===== src/psm_cfg.svh =====
// constants of the power saving mode control block: offsets, fields, resets
`ifndef PSM_CFG_SVH
`define PSM_CFG_SVH

// register index as printed; byte address is four times the index
`define PSM_PWR_CTL_IDX 12'h087
`define PSM_PWR_CTL_ADDR 12'h21c
`define PSM_ADDR_W 12

// field positions inside power_ctl_reg
`define PSM_BIT_DOZE_ARM 0
`define PSM_BIT_DEEP_ARM 1
`define PSM_BIT_GP_FLAG0 2
`define PSM_BIT_GP_FLAG1 3
`define PSM_BIT_RSVD 4
`define PSM_BIT_DOZE_START 5
`define PSM_BIT_DEEP_START 6
`define PSM_BIT_BAUD_DBL 7

// reset value; the undefined reserved bit resets and reads as zero
`define PSM_PWR_CTL_RST 8'h00
// bits that software may read back; arm, start and reserved read zero
`define PSM_PWR_CTL_RD_MASK 8'h8c

// reset values of the pin side
`define PSM_ALLOW_N_RST 1'b1
`define PSM_PORT_W 8
`define PSM_ALT_W 8

`endif


===== src/psm_pkg.sv =====
// types shared by the power saving mode control block
package psm_pkg;

    // operating states of the controller
    typedef enum logic [1:0] {
        PSM_ST_RUN = 2'b00,
        PSM_ST_DOZE = 2'b01,
        PSM_ST_DEEP = 2'b10
    } psm_state_t;

    // apb request as driven by the master
    typedef struct packed {
        logic psel;
        logic penable;
        logic pwrite;
        logic [11:0] paddr;
        logic [31:0] pwdata;
        logic [3:0] pstrb;
    } psm_apb_req_t;

    // apb answer of the slave
    typedef struct packed {
        logic pready;
        logic [31:0] prdata;
        logic pslverr;
    } psm_apb_rsp_t;

    // bus control strobes seen on the pins
    typedef struct packed {
        logic sys_clock_output;
        logic ale;
        logic prog_fetch_strobe_n;
    } psm_strobe_t;

endpackage


===== src/psm_sync3.sv =====
// three stage pin synchroniser with agreement filter
`timescale 1ns/1ns
module psm_sync3 #(
    parameter int WIDTH = 1,
    parameter logic [WIDTH-1:0] RST_VAL = '0
) (
    input wire logic clk_i,
    input wire logic rst_n_i,
    input wire logic [WIDTH-1:0] pin_i,
    output logic [WIDTH-1:0] level_o
);
    logic [WIDTH-1:0] s1_q;
    logic [WIDTH-1:0] s2_q;
    logic [WIDTH-1:0] s3_q;
    logic [WIDTH-1:0] lvl_q;
    logic [WIDTH-1:0] agree;

    // a zero width synchroniser has nothing to carry
    if (WIDTH < 1) begin : g_width_check
        $error("psm_sync3 needs at least one bit");
    end

    // a bit counts only when the second and third stage agree
    assign agree = ~(s2_q ^ s3_q);
    assign level_o = lvl_q;

    // s1 is read by s2 alone, so metastability never reaches logic
    always_ff @(posedge clk_i or negedge rst_n_i) begin
        if (!rst_n_i) begin
            s1_q <= RST_VAL;
            s2_q <= RST_VAL;
            s3_q <= RST_VAL;
            lvl_q <= RST_VAL;
        end else begin
            s1_q <= pin_i;
            s2_q <= s1_q;
            s3_q <= s2_q;
            lvl_q <= (agree & s3_q) | (~agree & lvl_q);
        end
    end
endmodule


===== src/psm_ctrl.sv =====
// power saving mode control: doze and deep sleep sequencing behind apb
//
// Local design decisions: the APB slave port and the register offsets.
`timescale 1ns/1ns
`include "psm_cfg.svh"

// Behaviour
// - port inputs stay synchronised and live during doze for capture, count, interrupts.
// - watchdog halt asserted whenever doze is entered.
// - doze needs arm write then start write without arm.
// - arm and start written together never enters doze.
// - doze arm and start bits self clear and read as zero.
// - doze begins at the edge that completes the start write.
// - any enabled interrupt request ends doze and resumes running.
// - reset ends doze; two machine cycles of reset suffice.
// - deep sleep stops oscillator and all clocks, keeping register contents.
// - alternate outputs hold values captured at deep sleep entry.
// - deep sleep forces clock output, address strobe, fetch strobe low.
// - deep sleep needs arm write then start write without arm.
// - arm and start written together never enters deep sleep.
// - deep arm and start bits self clear and read as zero.
// - deep sleep begins at the edge completing the start write.
// - only reset leaves deep sleep; reset clears registers.
// - reset restarts the oscillator; hold reset until it is stable.
// - with sleep_allow_n high both sequences do nothing.
// - deep sleep wins over doze when both start together.
// - in doze only cpu clock and watchdog stop; peripherals keep clock.
// - power_ctl_reg resets to zero with reserved bit reading zero.
module psm_ctrl
    import psm_pkg::*;
(
    input wire logic clk_i,
    input wire logic rst_n_i,
    input psm_pkg::psm_apb_req_t apb_req_i,
    output psm_pkg::psm_apb_rsp_t apb_rsp_o,
    input wire logic sleep_allow_n,
    input wire logic irq_pending_i,
    input wire logic [`PSM_PORT_W-1:0] port_pin_i,
    output logic [`PSM_PORT_W-1:0] port_in_o,
    input wire logic [`PSM_ALT_W-1:0] alt_out_i,
    output logic [`PSM_ALT_W-1:0] alt_out_o,
    input psm_pkg::psm_strobe_t strobe_i,
    output psm_pkg::psm_strobe_t strobe_o,
    output logic cpu_clk_en_o,
    output logic periph_clk_en_o,
    output logic osc_en_o,
    output logic wdt_halt_o,
    output logic baud_double_o,
    output psm_pkg::psm_state_t state_o
);
    import psm_pkg::*;

    ////////////////////////////////////////////////////////////////////////
    // declarations

    psm_state_t state_q;
    psm_state_t state_d;
    logic doze_arm_q;
    logic doze_arm_d;
    logic deep_arm_q;
    logic deep_arm_d;
    logic [7:0] ctl_q;
    logic [7:0] ctl_d;
    logic [31:0] rdata_q;
    logic [`PSM_ALT_W-1:0] alt_q;
    psm_strobe_t strobe_q;
    psm_strobe_t strobe_d;
    logic cpu_clk_en_q;
    logic periph_clk_en_q;
    logic osc_en_q;
    logic wdt_halt_q;
    logic allow_n_lvl;
    logic permit;
    logic setup;
    logic xfer;
    logic hit;
    logic in_deep;
    logic wr;
    logic [7:0] wd;
    logic arm_doze_req;
    logic arm_deep_req;
    logic doze_go;
    logic deep_go;

    // true when a byte sets the arm bit without its start bit
    function automatic logic arm_only(input logic [7:0] b, input int arm, input int start);
        arm_only = b[arm] & ~b[start];
    endfunction

    ////////////////////////////////////////////////////////////////////////
    // pin synchronisers

    // permit pin filtered through three stages; open pin means disabled
    psm_sync3 #(
        .WIDTH(1),
        .RST_VAL(`PSM_ALLOW_N_RST)
    ) u_allow_sync (
        .clk_i(clk_i),
        .rst_n_i(rst_n_i),
        .pin_i(sleep_allow_n),
        .level_o(allow_n_lvl)
    );

    // port inputs keep running in doze, never gated by the state
    psm_sync3 #(
        .WIDTH(`PSM_PORT_W),
        .RST_VAL('0)
    ) u_port_sync (
        .clk_i(clk_i),
        .rst_n_i(rst_n_i),
        .pin_i(port_pin_i),
        .level_o(port_in_o)
    );

    ////////////////////////////////////////////////////////////////////////
    // apb decode

    // each completed transfer stands for one instruction of the cpu
    assign setup = apb_req_i.psel & ~apb_req_i.penable;
    assign xfer = apb_req_i.psel & apb_req_i.penable;
    assign hit = apb_req_i.paddr == `PSM_PWR_CTL_ADDR;
    assign in_deep = state_q == PSM_ST_DEEP;
    // in deep sleep the core is frozen, so writes are refused
    assign wr = xfer & apb_req_i.pwrite & hit & apb_req_i.pstrb[0] & ~in_deep;
    assign wd = apb_req_i.pwdata[7:0];
    assign permit = ~allow_n_lvl;

    // zero wait answer; error on unmapped address or write in deep sleep
    assign apb_rsp_o.pready = 1'b1;
    assign apb_rsp_o.prdata = rdata_q;
    assign apb_rsp_o.pslverr = xfer & (~hit | (apb_req_i.pwrite & in_deep));

    ////////////////////////////////////////////////////////////////////////
    // arming and start decode

    // arming only counts while the permit pin is low
    assign arm_doze_req = wr & permit
        & arm_only(wd, `PSM_BIT_DOZE_ARM, `PSM_BIT_DOZE_START);
    assign arm_deep_req = wr & permit
        & arm_only(wd, `PSM_BIT_DEEP_ARM, `PSM_BIT_DEEP_START);

    // start needs an armed bit from the previous transfer and no arm now
    assign doze_go = wr & permit & doze_arm_q
        & arm_only(wd, `PSM_BIT_DOZE_START, `PSM_BIT_DOZE_ARM);
    assign deep_go = wr & permit & deep_arm_q
        & arm_only(wd, `PSM_BIT_DEEP_START, `PSM_BIT_DEEP_ARM);

    // a pending arm lives exactly one transfer, then it is rebuilt or lost
    assign doze_arm_d = xfer ? arm_doze_req : doze_arm_q;
    assign deep_arm_d = xfer ? arm_deep_req : deep_arm_q;

    // kept bits: baud double and the two general flags
    assign ctl_d = wr ? (wd & `PSM_PWR_CTL_RD_MASK) : ctl_q;

    ////////////////////////////////////////////////////////////////////////
    // state sequencing

    // deep sleep is checked first so it wins over doze
    always_comb begin
        state_d = state_q;
        unique case (state_q)
            PSM_ST_RUN: begin
                if (deep_go) begin
                    state_d = PSM_ST_DEEP;
                end else if (doze_go) begin
                    state_d = PSM_ST_DOZE;
                end
            end
            PSM_ST_DOZE: begin
                if (deep_go) begin
                    state_d = PSM_ST_DEEP;
                end else if (irq_pending_i) begin
                    state_d = PSM_ST_RUN;
                end
            end
            PSM_ST_DEEP: begin
                state_d = PSM_ST_DEEP;
            end
            default: begin
                state_d = PSM_ST_RUN;
            end
        endcase
    end

    // strobes: ale and fetch strobe high in doze, all low in deep sleep, pass through when running
    always_comb begin
        strobe_d = strobe_i;
        if (state_d == PSM_ST_DEEP) begin
            strobe_d = '0;
        end else if (state_d == PSM_ST_DOZE) begin
            strobe_d.ale = 1'b1;
            strobe_d.prog_fetch_strobe_n = 1'b1;
        end
    end

    ////////////////////////////////////////////////////////////////////////
    // registers

    // reset ends both sleep states and restarts the oscillator
    always_ff @(posedge clk_i or negedge rst_n_i) begin
        if (!rst_n_i) begin
            state_q <= PSM_ST_RUN;
            doze_arm_q <= 1'b0;
            deep_arm_q <= 1'b0;
            ctl_q <= `PSM_PWR_CTL_RST;
        end else begin
            state_q <= state_d;
            doze_arm_q <= doze_arm_d;
            deep_arm_q <= deep_arm_d;
            ctl_q <= ctl_d;
        end
    end

    // read data latched in setup so prdata comes from a flop
    always_ff @(posedge clk_i or negedge rst_n_i) begin
        if (!rst_n_i) begin
            rdata_q <= 32'h0000_0000;
        end else if (setup) begin
            rdata_q <= hit ? {24'h00_0000, ctl_q & `PSM_PWR_CTL_RD_MASK} : 32'h0000_0000;
        end
    end

    // alternate outputs freeze on the value of the entry cycle
    always_ff @(posedge clk_i or negedge rst_n_i) begin
        if (!rst_n_i) begin
            alt_q <= '0;
        end else if (state_d != PSM_ST_DEEP || state_q != PSM_ST_DEEP) begin
            alt_q <= alt_out_i;
        end
    end

    // clock enables and strobes follow the next state, no lag on entry
    always_ff @(posedge clk_i or negedge rst_n_i) begin
        if (!rst_n_i) begin
            cpu_clk_en_q <= 1'b1;
            periph_clk_en_q <= 1'b1;
            osc_en_q <= 1'b1;
            wdt_halt_q <= 1'b0;
            strobe_q <= '0;
        end else begin
            cpu_clk_en_q <= state_d == PSM_ST_RUN;
            periph_clk_en_q <= state_d != PSM_ST_DEEP;
            osc_en_q <= state_d != PSM_ST_DEEP;
            wdt_halt_q <= state_d != PSM_ST_RUN;
            strobe_q <= strobe_d;
        end
    end

    ////////////////////////////////////////////////////////////////////////
    // outputs

    assign alt_out_o = alt_q;
    assign strobe_o = strobe_q;
    assign cpu_clk_en_o = cpu_clk_en_q;
    assign periph_clk_en_o = periph_clk_en_q;
    assign osc_en_o = osc_en_q;
    assign wdt_halt_o = wdt_halt_q;
    assign baud_double_o = ctl_q[`PSM_BIT_BAUD_DBL];
    assign state_o = state_q;
endmodule


===== config.mk =====
export PLATFORM = sky130hd
export DESIGN_NAME = psm_ctrl
export DESIGN_NICKNAME = d
export VERILOG_FILES = /design/src/psm_pkg.sv /design/src/psm_sync3.sv /design/src/psm_ctrl.sv
export VERILOG_INCLUDE_DIRS = /design/src
export SDC_FILE = /design/constraint.sdc
export NUM_CORES = 1
export LEC_CHECK = 0
export BUFFER_PORTS_ARGS = -buffer_cell sky130_fd_sc_hd__buf_2
export CAP_MARGIN = 20
export CORE_ASPECT_RATIO = 0.9
export CORE_MARGIN = 2
export CORE_UTILIZATION = 47
export DETAILED_ROUTE_END_ITERATION = 7
export GPL_TIMING_DRIVEN = 0
export PLACE_DENSITY_LB_ADDON = 0.08
export SYNTH_ARGS = -nofsm -noshare
export SYNTH_HDL_FRONTEND = slang
export SYNTH_HIERARCHICAL = 1
export SYNTH_SLANG_ARGS = --single-unit
export TNS_END_PERCENT = 10

===== constraint.sdc =====
create_clock -name clk_i -period 3.2 [get_ports clk_i]
set_input_delay 0.64 -clock clk_i [delete_from_list [all_inputs] [get_ports clk_i]]
set_output_delay 0.64 -clock clk_i [all_outputs]
set_load 0.02 [all_outputs]

==> results of run 1 <==
-- power groups by stage --
stage                     Combinational [W]  Clock (W)  Sequential [W]
after global routing               0.000165   0.000680        0.000807
after floorplan                   0.0000788          0        0.000829
after detailed placement           0.000153          0        0.000819
final                              0.000153   0.000613        0.000805
after global placement             0.000149          0        0.000818
after CTS                          0.000153   0.000640        0.000805
-- worst min-delay path by stage --
stage,start,endpoint,cells after the start
2_1_floorplan,u_port_sync/s1_q[0]$_DFF_PN0_,u_port_sync/s2_q[0]$_DFF_PN0_,0
3_3_place_gp,u_port_sync/s1_q[0]$_DFF_PN0_,u_port_sync/s2_q[0]$_DFF_PN0_,0
3_5_place_dp,u_port_sync/s1_q[3]$_DFF_PN0_,u_port_sync/s2_q[3]$_DFF_PN0_,0
4_1_cts,rst_n_i,asynchronous set/reset pin,1
5_1_grt,rst_n_i,asynchronous set/reset pin,1
6_report,rst_n_i,asynchronous set/reset pin,1
-- critical path, cell delays in order --
cell and delay, ns:
sky130_fd_sc_hd__buf_2 0.09, sky130_fd_sc_hd__or4b_4 0.54, sky130_fd_sc_hd__or3_4 0.42, sky130_fd_sc_hd__inv_1 0.06
sky130_fd_sc_hd__a21oi_1 0.07, sky130_fd_sc_hd__buf_2 0.16
-- layer usage --
metal,vias to the layer above,routed length (um)
met1,785,1820
met5,-,0
met4,0,43
met3,4,463
met2,76,1990
li1,808,-
-- kinds of logic (layout without fill, tap and decap cells) --
kind of cell / count (synthesis) / after routing / share of synthesized area (%)
simple gates: 57 / 57 / 12.4
mux: 3 / 3 / 1.88
fa+ha+maj: 9 / 9 / 4.24
buf+inv: 40 / 132 / 11.9
flops: 60 / 60 / 63.1
other cells: 2 / 30 / 0.314
compound gates: 20 / 20 / 6.13
-- synthesized netlist by cell type (3+ instances only) --
cell	instances
sky130_fd_sc_hd__inv_1	4
sky130_fd_sc_hd__dfrtp_1	54
sky130_fd_sc_hd__o21ai_0	4
sky130_fd_sc_hd__nand2_1	35
sky130_fd_sc_hd__maj3_2	9
sky130_fd_sc_hd__a21oi_1	5
sky130_fd_sc_hd__buf_4	31
sky130_fd_sc_hd__dfstp_2	6
sky130_fd_sc_hd__nand2b_1	3
sky130_fd_sc_hd__o211ai_1	3
sky130_fd_sc_hd__mux2_4	3
-- area by class of cell --
type	instances	area (um2)	share of cell area, %
buffer	36	270	8.55
clock buffer	11	151	4.79
clock inverter	5	36.3	1.15
inverter	4	15.0	0.475
multi-input combinational	119	701	22.2
sequential	60	1510	47.8
tap	65	81.3	2.57
timing repair buffer	76	395	12.5
-- stage by stage --
stage	setup slack, ns	cells	hold WS [ns]	area (um2)	util [%]
final	0.574	376	0.334	3160	64.9
after CTS	0.568	376	0.333	3160	64.9
after floorplan	0.763	219	0.331	2490	-
after global placement	0.573	359	0.334	2950	60.7
after detailed placement	0.570	360	0.335	2970	61.1
after global routing	0.422	376	0.352	3160	64.9
==> impl_results.html, run 1 <==
<table>
<tr><th>Metric</th><th>Value</th></tr>
<tr><th colspan="2">Floorplanning</th></tr>
<tr><td>Placeable Area</td><td>4860 um2</td></tr>
<tr><td>Die boundary height</td><td>approximately 72 um</td></tr>
<tr><td>Number of top-level design ports</td><td>134</td></tr>
<tr><td>Num rows</td><td>24</td></tr>
<tr><td>Die width</td><td>slightly below 80 um</td></tr>
<tr><td>Initial Utilization</td><td>approximately half</td></tr>
<tr><td>Area of the die</td><td>between 5000 and 6000 um2</td></tr>
<tr><th colspan="2">Pwr</th></tr>
<tr><td>Fraction of power consumed by sequential logic</td><td>about half</td></tr>
<tr><td>Switching share of power</td><td>between 20% and 30%</td></tr>
<tr><td>Worst IR Drop VDD</td><td>0.369 mV</td></tr>
<tr><td>Design Power</td><td>roughly 0.0016 W</td></tr>
<tr><td>P_leak</td><td>roughly 1.6 nW</td></tr>
<tr><td>Internal cell power</td><td>0.00118 W</td></tr>
<tr><td>Cell Pwr Density</td><td>a little under 500 nW/um2</td></tr>
<tr><td>Net load switching power</td><td>0.000390 W</td></tr>
<tr><td>Logic pwr share</td><td>about 9.7%</td></tr>
<tr><td>Power share of the clock group</td><td>approximately two fifths</td></tr>
<tr><th colspan="2">Timing</th></tr>
<tr><td>Setup violations, final</td><td>0</td></tr>
<tr><td>Fraction of the cycle the final worst path needs</td><td>approximately 80%</td></tr>
<tr><td>Minimum clock period after layout</td><td>2.63 ns</td></tr>
<tr><td>Transition time at the pin with the least slew margin</td><td>approximately 0.66 ns</td></tr>
<tr><td>Remaining max-slew budget at the tightest pin</td><td>a little under three fifths</td></tr>
<tr><td>Setup TNS Final</td><td>0 ns</td></tr>
<tr><td>Unrepaired setup endpoints after global routing</td><td>no</td></tr>
<tr><td>Worst Clk Skew</td><td>a little over 0.007 ns</td></tr>
<tr><td>Number of hold violations in the final report</td><td>0</td></tr>
<tr><td>Slew Limit Fails</td><td>0</td></tr>
<tr><td>Maximum clock frequency</td><td>about 380 MHz</td></tr>
<tr><th colspan="2">Cells and area</th></tr>
<tr><td>Net count reported at finish</td><td>380</td></tr>
<tr><td>Antenna Diode Count</td><td>0</td></tr>
<tr><td>Area growth from synthesis to final layout</td><td>32.2%</td></tr>
<tr><td>Share of final-layout standard cells stronger than drive strength 1</td><td>48.2%</td></tr>
<tr><td>Number of fillers in the final layout</td><td>roughly 410</td></tr>
<tr><td>Leading cell types in the layout, fill and taps excluded</td><td>sky130_fd_sc_hd__buf_2, sky130_fd_sc_hd__dfrtp_1, sky130_fd_sc_hd__nand2_1</td></tr>
<tr><td>Most common cell after layout, fill and taps aside</td><td>sky130_fd_sc_hd__buf_2</td></tr>
<tr><th colspan="2">Logic synthesis</th></tr>
<tr><td>Part of the Yosys area used for sequential elements</td><td>about 63%</td></tr>
<tr><td>Main flop type after synthesis</td><td>sky130_fd_sc_hd__dfrtp_1</td></tr>
<tr><td>Post-synthesis cell type with the largest combined area</td><td>sky130_fd_sc_hd__dfrtp_1</td></tr>
<tr><td>Share of synthesized registers carrying an async set or reset</td><td>100%</td></tr>
<tr><td>Netlist Area Pre-Place</td><td>roughly 2400 um2</td></tr>
<tr><td>Top cells by area in the synthesized netlist</td><td>sky130_fd_sc_hd__dfrtp_1, sky130_fd_sc_hd__buf_4, sky130_fd_sc_hd__dfstp_2</td></tr>
<tr><td>Mapped Avg Cell Area</td><td>approximately 13 um2</td></tr>
<tr><td>Synth top area share</td><td>56.5%</td></tr>
<tr><td>Number of synthesized flops with an enable pin</td><td>0</td></tr>
<tr><td>Unique cell type count in the Yosys netlist</td><td>35</td></tr>
<tr><td>Flip-flop and latch count after synthesis</td><td>60</td></tr>
<tr><td>Number of standard cells after synthesis</td><td>about 190</td></tr>
<tr><td>Number of synthesis warnings</td><td>6</td></tr>
<tr><th colspan="2">CTS</th></tr>
<tr><td>Worst-path clk slew</td><td>0.07 ns</td></tr>
<tr><td>Latest clock arrival within the worst-skew pair</td><td>around 0.33 ns</td></tr>
<tr><td>Clk Tree Root Cell</td><td>sky130_fd_sc_hd__clkbuf_8</td></tr>
<tr><td>CTS resizes</td><td>0</td></tr>
<tr><td>Clock tree from TritonCTS</td><td>done</td></tr>
<tr><td>Depth of the CTS H-tree</td><td>3</td></tr>
<tr><td>Maximum buffer depth of the clock tree</td><td>2</td></tr>
<tr><td>Number of clock buffers inserted by TritonCTS</td><td>9</td></tr>
<tr><td>Sinks on Clock Net</td><td>60</td></tr>
<tr><td>Number of buffers inserted by hold repair at cts</td><td>0</td></tr>
<tr><td>Setup fix buffers added after clock tree synthesis</td><td>0</td></tr>
<tr><th colspan="2">Place</th></tr>
<tr><td>Sum of net half-perimeters after detailed placement</td><td>around 3.4 mm</td></tr>
<tr><td>Final RePlAce weighted congestion</td><td>a little under 0.8</td></tr>
<tr><td>Port Buffer Count</td><td>75</td></tr>
<tr><th colspan="2">Setup path</th></tr>
<tr><td>Critical path launch point</td><td>apb_req_i[37]</td></tr>
<tr><td>Worst setup slack for register-to-register paths</td><td>~1.1 ns</td></tr>
<tr><td>Cell count of the worst reg-to-reg path</td><td>6</td></tr>
<tr><td>Launching element type of the critical path</td><td>input pin</td></tr>
<tr><td>Sort of element at the end of the critical path</td><td>output pin</td></tr>
<tr><td>Critical register-to-register path endpoint</td><td>wdt_halt_o$_DFF_PN0_</td></tr>
<tr><td>CP endpoint</td><td>apb_rsp_o[0]</td></tr>
<tr><td>Critical path peak fanout</td><td>5</td></tr>
<tr><td>Required time at the endpoint of the critical path</td><td>roughly 2.6 ns</td></tr>
<tr><td>CP Data Arrival Time</td><td>just under 2 ns</td></tr>
<tr><td>Type of the worst setup path</td><td>in2out</td></tr>
<tr><td>Startpoint of the worst-slack reg-to-reg timing path</td><td>state_o[1]$_DFF_PN0_</td></tr>
<tr><th colspan="2">Global route</th></tr>
<tr><td>Met2 Track Usage GR</td><td>24.6%</td></tr>
<tr><td>First-pass GRT wire length</td><td>approximately 7 mm</td></tr>
<tr><td>Antenna violations before repair</td><td>0</td></tr>
<tr><td>GR met1 Demand/Resource</td><td>approximately a fifth</td></tr>
<tr><td>Pin count of the biggest net entering global routing</td><td>33</td></tr>
<tr><td>Via count of the first global-routing pass</td><td>roughly 1500</td></tr>
<tr><td>Tot GR Track Use</td><td>16.5%</td></tr>
<tr><td>Top Usage Layer GRT</td><td>met2</td></tr>
<tr><td>Total overflow reported by the global router</td><td>0</td></tr>
<tr><td>Global Route met3 Usage</td><td>9.45%</td></tr>
<tr><th colspan="2">Routing</th></tr>
<tr><td>WL/cell</td><td>roughly 11 um</td></tr>
<tr><td>Total length of routed wires</td><td>between 4 and 5 mm</td></tr>
<tr><td>DR iter-0 viols</td><td>74</td></tr>
<tr><td>Via-to-Cell Ratio</td><td>~4.4</td></tr>
<tr><td>Remaining design rule violation count</td><td>0</td></tr>
<tr><td>Pre-Repair DR Iteration Count</td><td>4</td></tr>
<tr><td>Detailed-route via count</td><td>about 1700</td></tr>
<tr><td>Antenna-violating nets left</td><td>0</td></tr>
<tr><th colspan="2">Run status</th></tr>
<tr><td>Run status</td><td>finished clean</td></tr>
<tr><th colspan="2">Flow run</th></tr>
<tr><td>Count of max-cap constraint violations</td><td>0</td></tr>
<tr><th colspan="2">Hold path</th></tr>
<tr><td>Worst hold path class</td><td>in2async</td></tr>
</table>
(Power assumes the default switching activity.)
==> inputs of run 2 (changes only) <==
--- a/config.mk
+++ b/config.mk
@@ -10,7 +10,7 @@
 export CAP_MARGIN = 20
 export CORE_ASPECT_RATIO = 0.9
 export CORE_MARGIN = 2
-export CORE_UTILIZATION = 47
+export CORE_UTILIZATION = 39
 export DETAILED_ROUTE_END_ITERATION = 7
 export GPL_TIMING_DRIVEN = 0
 export PLACE_DENSITY_LB_ADDON = 0.08
==> constraint.sdc (replaced) <==
create_clock -name clk_i -period 2.4 [get_ports clk_i]
set_input_delay 0.48 -clock clk_i [delete_from_list [all_inputs] [get_ports clk_i]]
set_output_delay 0.48 -clock clk_i [all_outputs]
set_load 0.02 [all_outputs]
==> impl_results.html, run 2 (synthesis results as in run 1) <==
<table>
<tr><th>Metric</th><th>Value</th></tr>
<tr><th colspan="2">Cells and area</th></tr>
<tr><td>Area taken by multi-input logic gates</td><td>701 um2 (unchanged)</td></tr>
<tr><td>Non-Filler Instances</td><td>383 (+1.9%)</td></tr>
<tr><td>Most common cell after layout, fill and taps aside</td><td>sky130_fd_sc_hd__buf_2</td></tr>
<tr><td>Number of fillers in the final layout</td><td>531 (+30%)</td></tr>
<tr><td>Share of final-layout standard cells stronger than drive strength 1</td><td>48.6% (+0.32 points)</td></tr>
<tr><td>Leading cell types in the layout, fill and taps excluded</td><td>sky130_fd_sc_hd__buf_2, sky130_fd_sc_hd__dfrtp_1, sky130_fd_sc_hd__nand2_1</td></tr>
<tr><td>Net count reported at finish</td><td>380 (unchanged)</td></tr>
<tr><td>Register cell area after layout</td><td>1510 um2 (unchanged)</td></tr>
<tr><td>Antenna Diode Count</td><td>0 (unchanged)</td></tr>
<tr><td>Area growth from synthesis to final layout</td><td>33.2%</td></tr>
<tr><td>End-of-flow core utilization</td><td>52.9% (-12 points)</td></tr>
<tr><th colspan="2">Routing</th></tr>
<tr><td>WL/cell</td><td>11.0 um (-4.2%)</td></tr>
<tr><td>Antenna-violating nets left</td><td>0 (unchanged)</td></tr>
<tr><td>Detailed-route via count</td><td>1612 (-3.6%)</td></tr>
<tr><td>DR iter-0 viols</td><td>62 (-16%)</td></tr>
<tr><td>Pre-Repair DR Iteration Count</td><td>4 (unchanged)</td></tr>
<tr><td>Metal2 WL</td><td>1.90 mm (-4.6%)</td></tr>
<tr><td>Met3 Routed Length</td><td>400 um (-14%)</td></tr>
<tr><td>Remaining design rule violation count</td><td>0 (unchanged)</td></tr>
<tr><td>Wl on met1</td><td>1.89 mm (+3.7%)</td></tr>
<tr><td>Total length of routed wires</td><td>4.22 mm (-2.4%)</td></tr>
<tr><td>Highest metal used</td><td>met4</td></tr>
<tr><td>Via-to-Cell Ratio</td><td>4.21 (-5.4%)</td></tr>
<tr><th colspan="2">CTS</th></tr>
<tr><td>Maximum buffer depth of the clock tree</td><td>2 (unchanged)</td></tr>
<tr><td>Depth of the CTS H-tree</td><td>3 (unchanged)</td></tr>
<tr><td>Number of clock buffers inserted by TritonCTS</td><td>9 (unchanged)</td></tr>
<tr><td>Latest clock arrival within the worst-skew pair</td><td>0.33 ns (about the same)</td></tr>
<tr><td>Setup fix buffers added after clock tree synthesis</td><td>0 (unchanged)</td></tr>
<tr><td>Clock tree from TritonCTS</td><td>done</td></tr>
<tr><td>Sinks on Clock Net</td><td>60 (unchanged)</td></tr>
<tr><td>Worst-path clk slew</td><td>0.07 ns (about the same)</td></tr>
<tr><td>Clk Tree Root Cell</td><td>sky130_fd_sc_hd__clkbuf_8</td></tr>
<tr><th colspan="2">Floorplanning</th></tr>
<tr><td>Die width</td><td>86.5 um (+9.3%)</td></tr>
<tr><td>Num rows</td><td>27 (+13%)</td></tr>
<tr><td>Placeable Area</td><td>6010 um2 (+24%)</td></tr>
<tr><td>Area of the die</td><td>6770 um2 (+19%)</td></tr>
<tr><td>Initial Utilization</td><td>39.7% (-9.4 points)</td></tr>
<tr><td>Number of top-level design ports</td><td>134 (unchanged)</td></tr>
<tr><td>Die boundary height</td><td>78.3 um (+9.2%)</td></tr>
<tr><th colspan="2">Setup path</th></tr>
<tr><td>Standard cell with the maximum stage delay on the critical path</td><td>sky130_fd_sc_hd__or4b_4</td></tr>
<tr><td>CP Data Arrival Time</td><td>1.82 ns (-0.17 ns)</td></tr>
<tr><td>Sort of element at the end of the critical path</td><td>output pin</td></tr>
<tr><td>Required time at the endpoint of the critical path</td><td>1.92 ns (-0.64 ns)</td></tr>
<tr><td>Critical path peak fanout</td><td>5 (unchanged)</td></tr>
<tr><td>Type of the worst setup path</td><td>in2out</td></tr>
<tr><td>Cells traversed along the worst timing path</td><td>buf_2 -&gt; or4b_4 -&gt; or3_4 -&gt; inv_1 -&gt; a21oi_1 -&gt; buf_2</td></tr>
<tr><td>Launching element type of the critical path</td><td>input pin</td></tr>
<tr><td>Delay of the slowest cell on the worst path</td><td>0.54 ns (about the same)</td></tr>
<tr><td>Cell type with the highest occurrence count on the critical path</td><td>sky130_fd_sc_hd__buf_2</td></tr>
<tr><th colspan="2">Global route</th></tr>
<tr><td>Pin count of the biggest net entering global routing</td><td>33 (unchanged)</td></tr>
<tr><td>Tot GR Track Use</td><td>13.7% (-2.9 points)</td></tr>
<tr><td>Total overflow reported by the global router</td><td>0 (unchanged)</td></tr>
<tr><td>Via count of the first global-routing pass</td><td>1557 (+1.1%)</td></tr>
<tr><td>Antenna violations before repair</td><td>0 (unchanged)</td></tr>
<tr><td>First-pass GRT wire length</td><td>6.96 mm (+1.3%)</td></tr>
<tr><th colspan="2">Timing</th></tr>
<tr><td>Minimum clock period after layout</td><td>about 2.3 ns</td></tr>
<tr><td>Number of hold violations in the final report</td><td>0 (unchanged)</td></tr>
<tr><td>Fraction of the cycle the final worst path needs</td><td>95.9%</td></tr>
<tr><td>Slew Limit Fails</td><td>0 (unchanged)</td></tr>
<tr><td>Setup violations, final</td><td>0 (unchanged)</td></tr>
<tr><td>Unrepaired setup endpoints after global routing</td><td>no</td></tr>
<tr><td>Worst Clk Skew</td><td>0.00410 ns (-0.00307 ns)</td></tr>
<tr><td>Min Hold Slack</td><td>0.181 ns (-0.154 ns)</td></tr>
<tr><td>Remaining max-slew budget at the tightest pin</td><td>56.0% (about the same)</td></tr>
<tr><td>Transition time at the pin with the least slew margin</td><td>0.660 ns (+0.000478 ns)</td></tr>
<tr><td>Maximum clock frequency</td><td>between 400 and 500 MHz</td></tr>
<tr><td>Minimum setup slack in the final design</td><td>0.0976 ns (-0.476 ns)</td></tr>
<tr><th colspan="2">Place</th></tr>
<tr><td>Port Buffer Count</td><td>75 (unchanged)</td></tr>
<tr><td>Post-Place Setup Slack</td><td>-0.0541 ns (-0.624 ns)</td></tr>
<tr><td>Sum of net half-perimeters after detailed placement</td><td>3.22 mm (-4.1%)</td></tr>
<tr><td>Final RePlAce weighted congestion</td><td>0.755 (-4.8%)</td></tr>
<tr><td>Total instance count after detailed placement</td><td>367 (+1.9%)</td></tr>
<tr><th colspan="2">Pwr</th></tr>
<tr><td>Cell Pwr Density</td><td>682 nW/um2 (+37%)</td></tr>
<tr><td>Design Power</td><td>0.00217 W (+38%)</td></tr>
<tr><td>P_leak</td><td>1.63 nW (+0.82%)</td></tr>
<tr><td>Worst IR Drop VDD</td><td>0.377 mV (+2.3%)</td></tr>
<tr><th colspan="2">Flow run</th></tr>
<tr><td>Count of max-cap constraint violations</td><td>0 (unchanged)</td></tr>
<tr><th colspan="2">Hold path</th></tr>
<tr><td>Worst hold path class</td><td>in2async</td></tr>
<tr><th colspan="2">Run status</th></tr>
<tr><td>Run status</td><td>finished clean</td></tr>
</table>
run 2: layout make-up:
class                           count  share of cell area (%)
Sequential cell                    60                    47.4
Buffer                             36                    8.53
Multi-Input combinational cell    119                    22.0
Tap cell                           72                    2.83
Clock inverter                      6                    2.00
Clock buffer                       10                    4.32
Timing Repair Buffer               76                    12.4
Inverter                            4                   0.472
run 2: routing by layer:
metal / vias up / GRT usage (%)
met4: 0 / 5.16
met5: - / 0
met2: 73 / 19.8
met3: 2 / 7.15
met1: 728 / 17.3
li1: 809 / -
run 2: what timing repair did:
action,CTS,global route
hold buffers,0,0
resized for setup,1,0
endpoints found under the setup margin,1,0
run 2: path summary, 6_finish.rpt:
path                       cells past startpoint                            end  slack (ns)                     startpoint
max in group asynchronous                      2    u_allow_sync/s1_q$_DFF_PN1_        1.56                        rst_n_i
min                                            1     asynchronous set/reset pin        0.18                        rst_n_i
max reg2reg                                    6           wdt_halt_o$_DFF_PN0_        0.40           state_o[1]$_DFF_PN0_
min reg2reg                                    0  u_port_sync/s2_q[3]$_DFF_PN0_        0.35  u_port_sync/s1_q[3]$_DFF_PN0_
max                                            6                   apb_rsp_o[0]         0.1                  apb_req_i[37]
min in group clk_i                             1    u_allow_sync/s1_q$_DFF_PN1_        0.25                  sleep_allow_n
run 2: power by group:
group / total, W / internal, W / switching [W]
sequential: 0.00107 / 0.00105 / 0.0000195
clock: 0.000896 / 0.000505 / 0.000391
combinational: 0.000202 / 0.0000902 / 0.000112
total: 0.00217 / 0.00165 / 0.000523
run 2: worst max-delay path: cells and delay by family:
kind,cells,cell delay (ns)
AO/OA/AOI/OAI,1,0.05
buffers and inverters,3,0.31
AND/OR/NAND/NOR,2,0.97
run 2: metrics by stage:
stage / setup TNS (ns) / area, um2
after floorplan: 0 / 2490
final: 0 / 3180
after CTS: 0 / 3180
after global placement: -0.138 / 2960
after detailed placement: -0.161 / 2980
after global routing: 0 / 3180
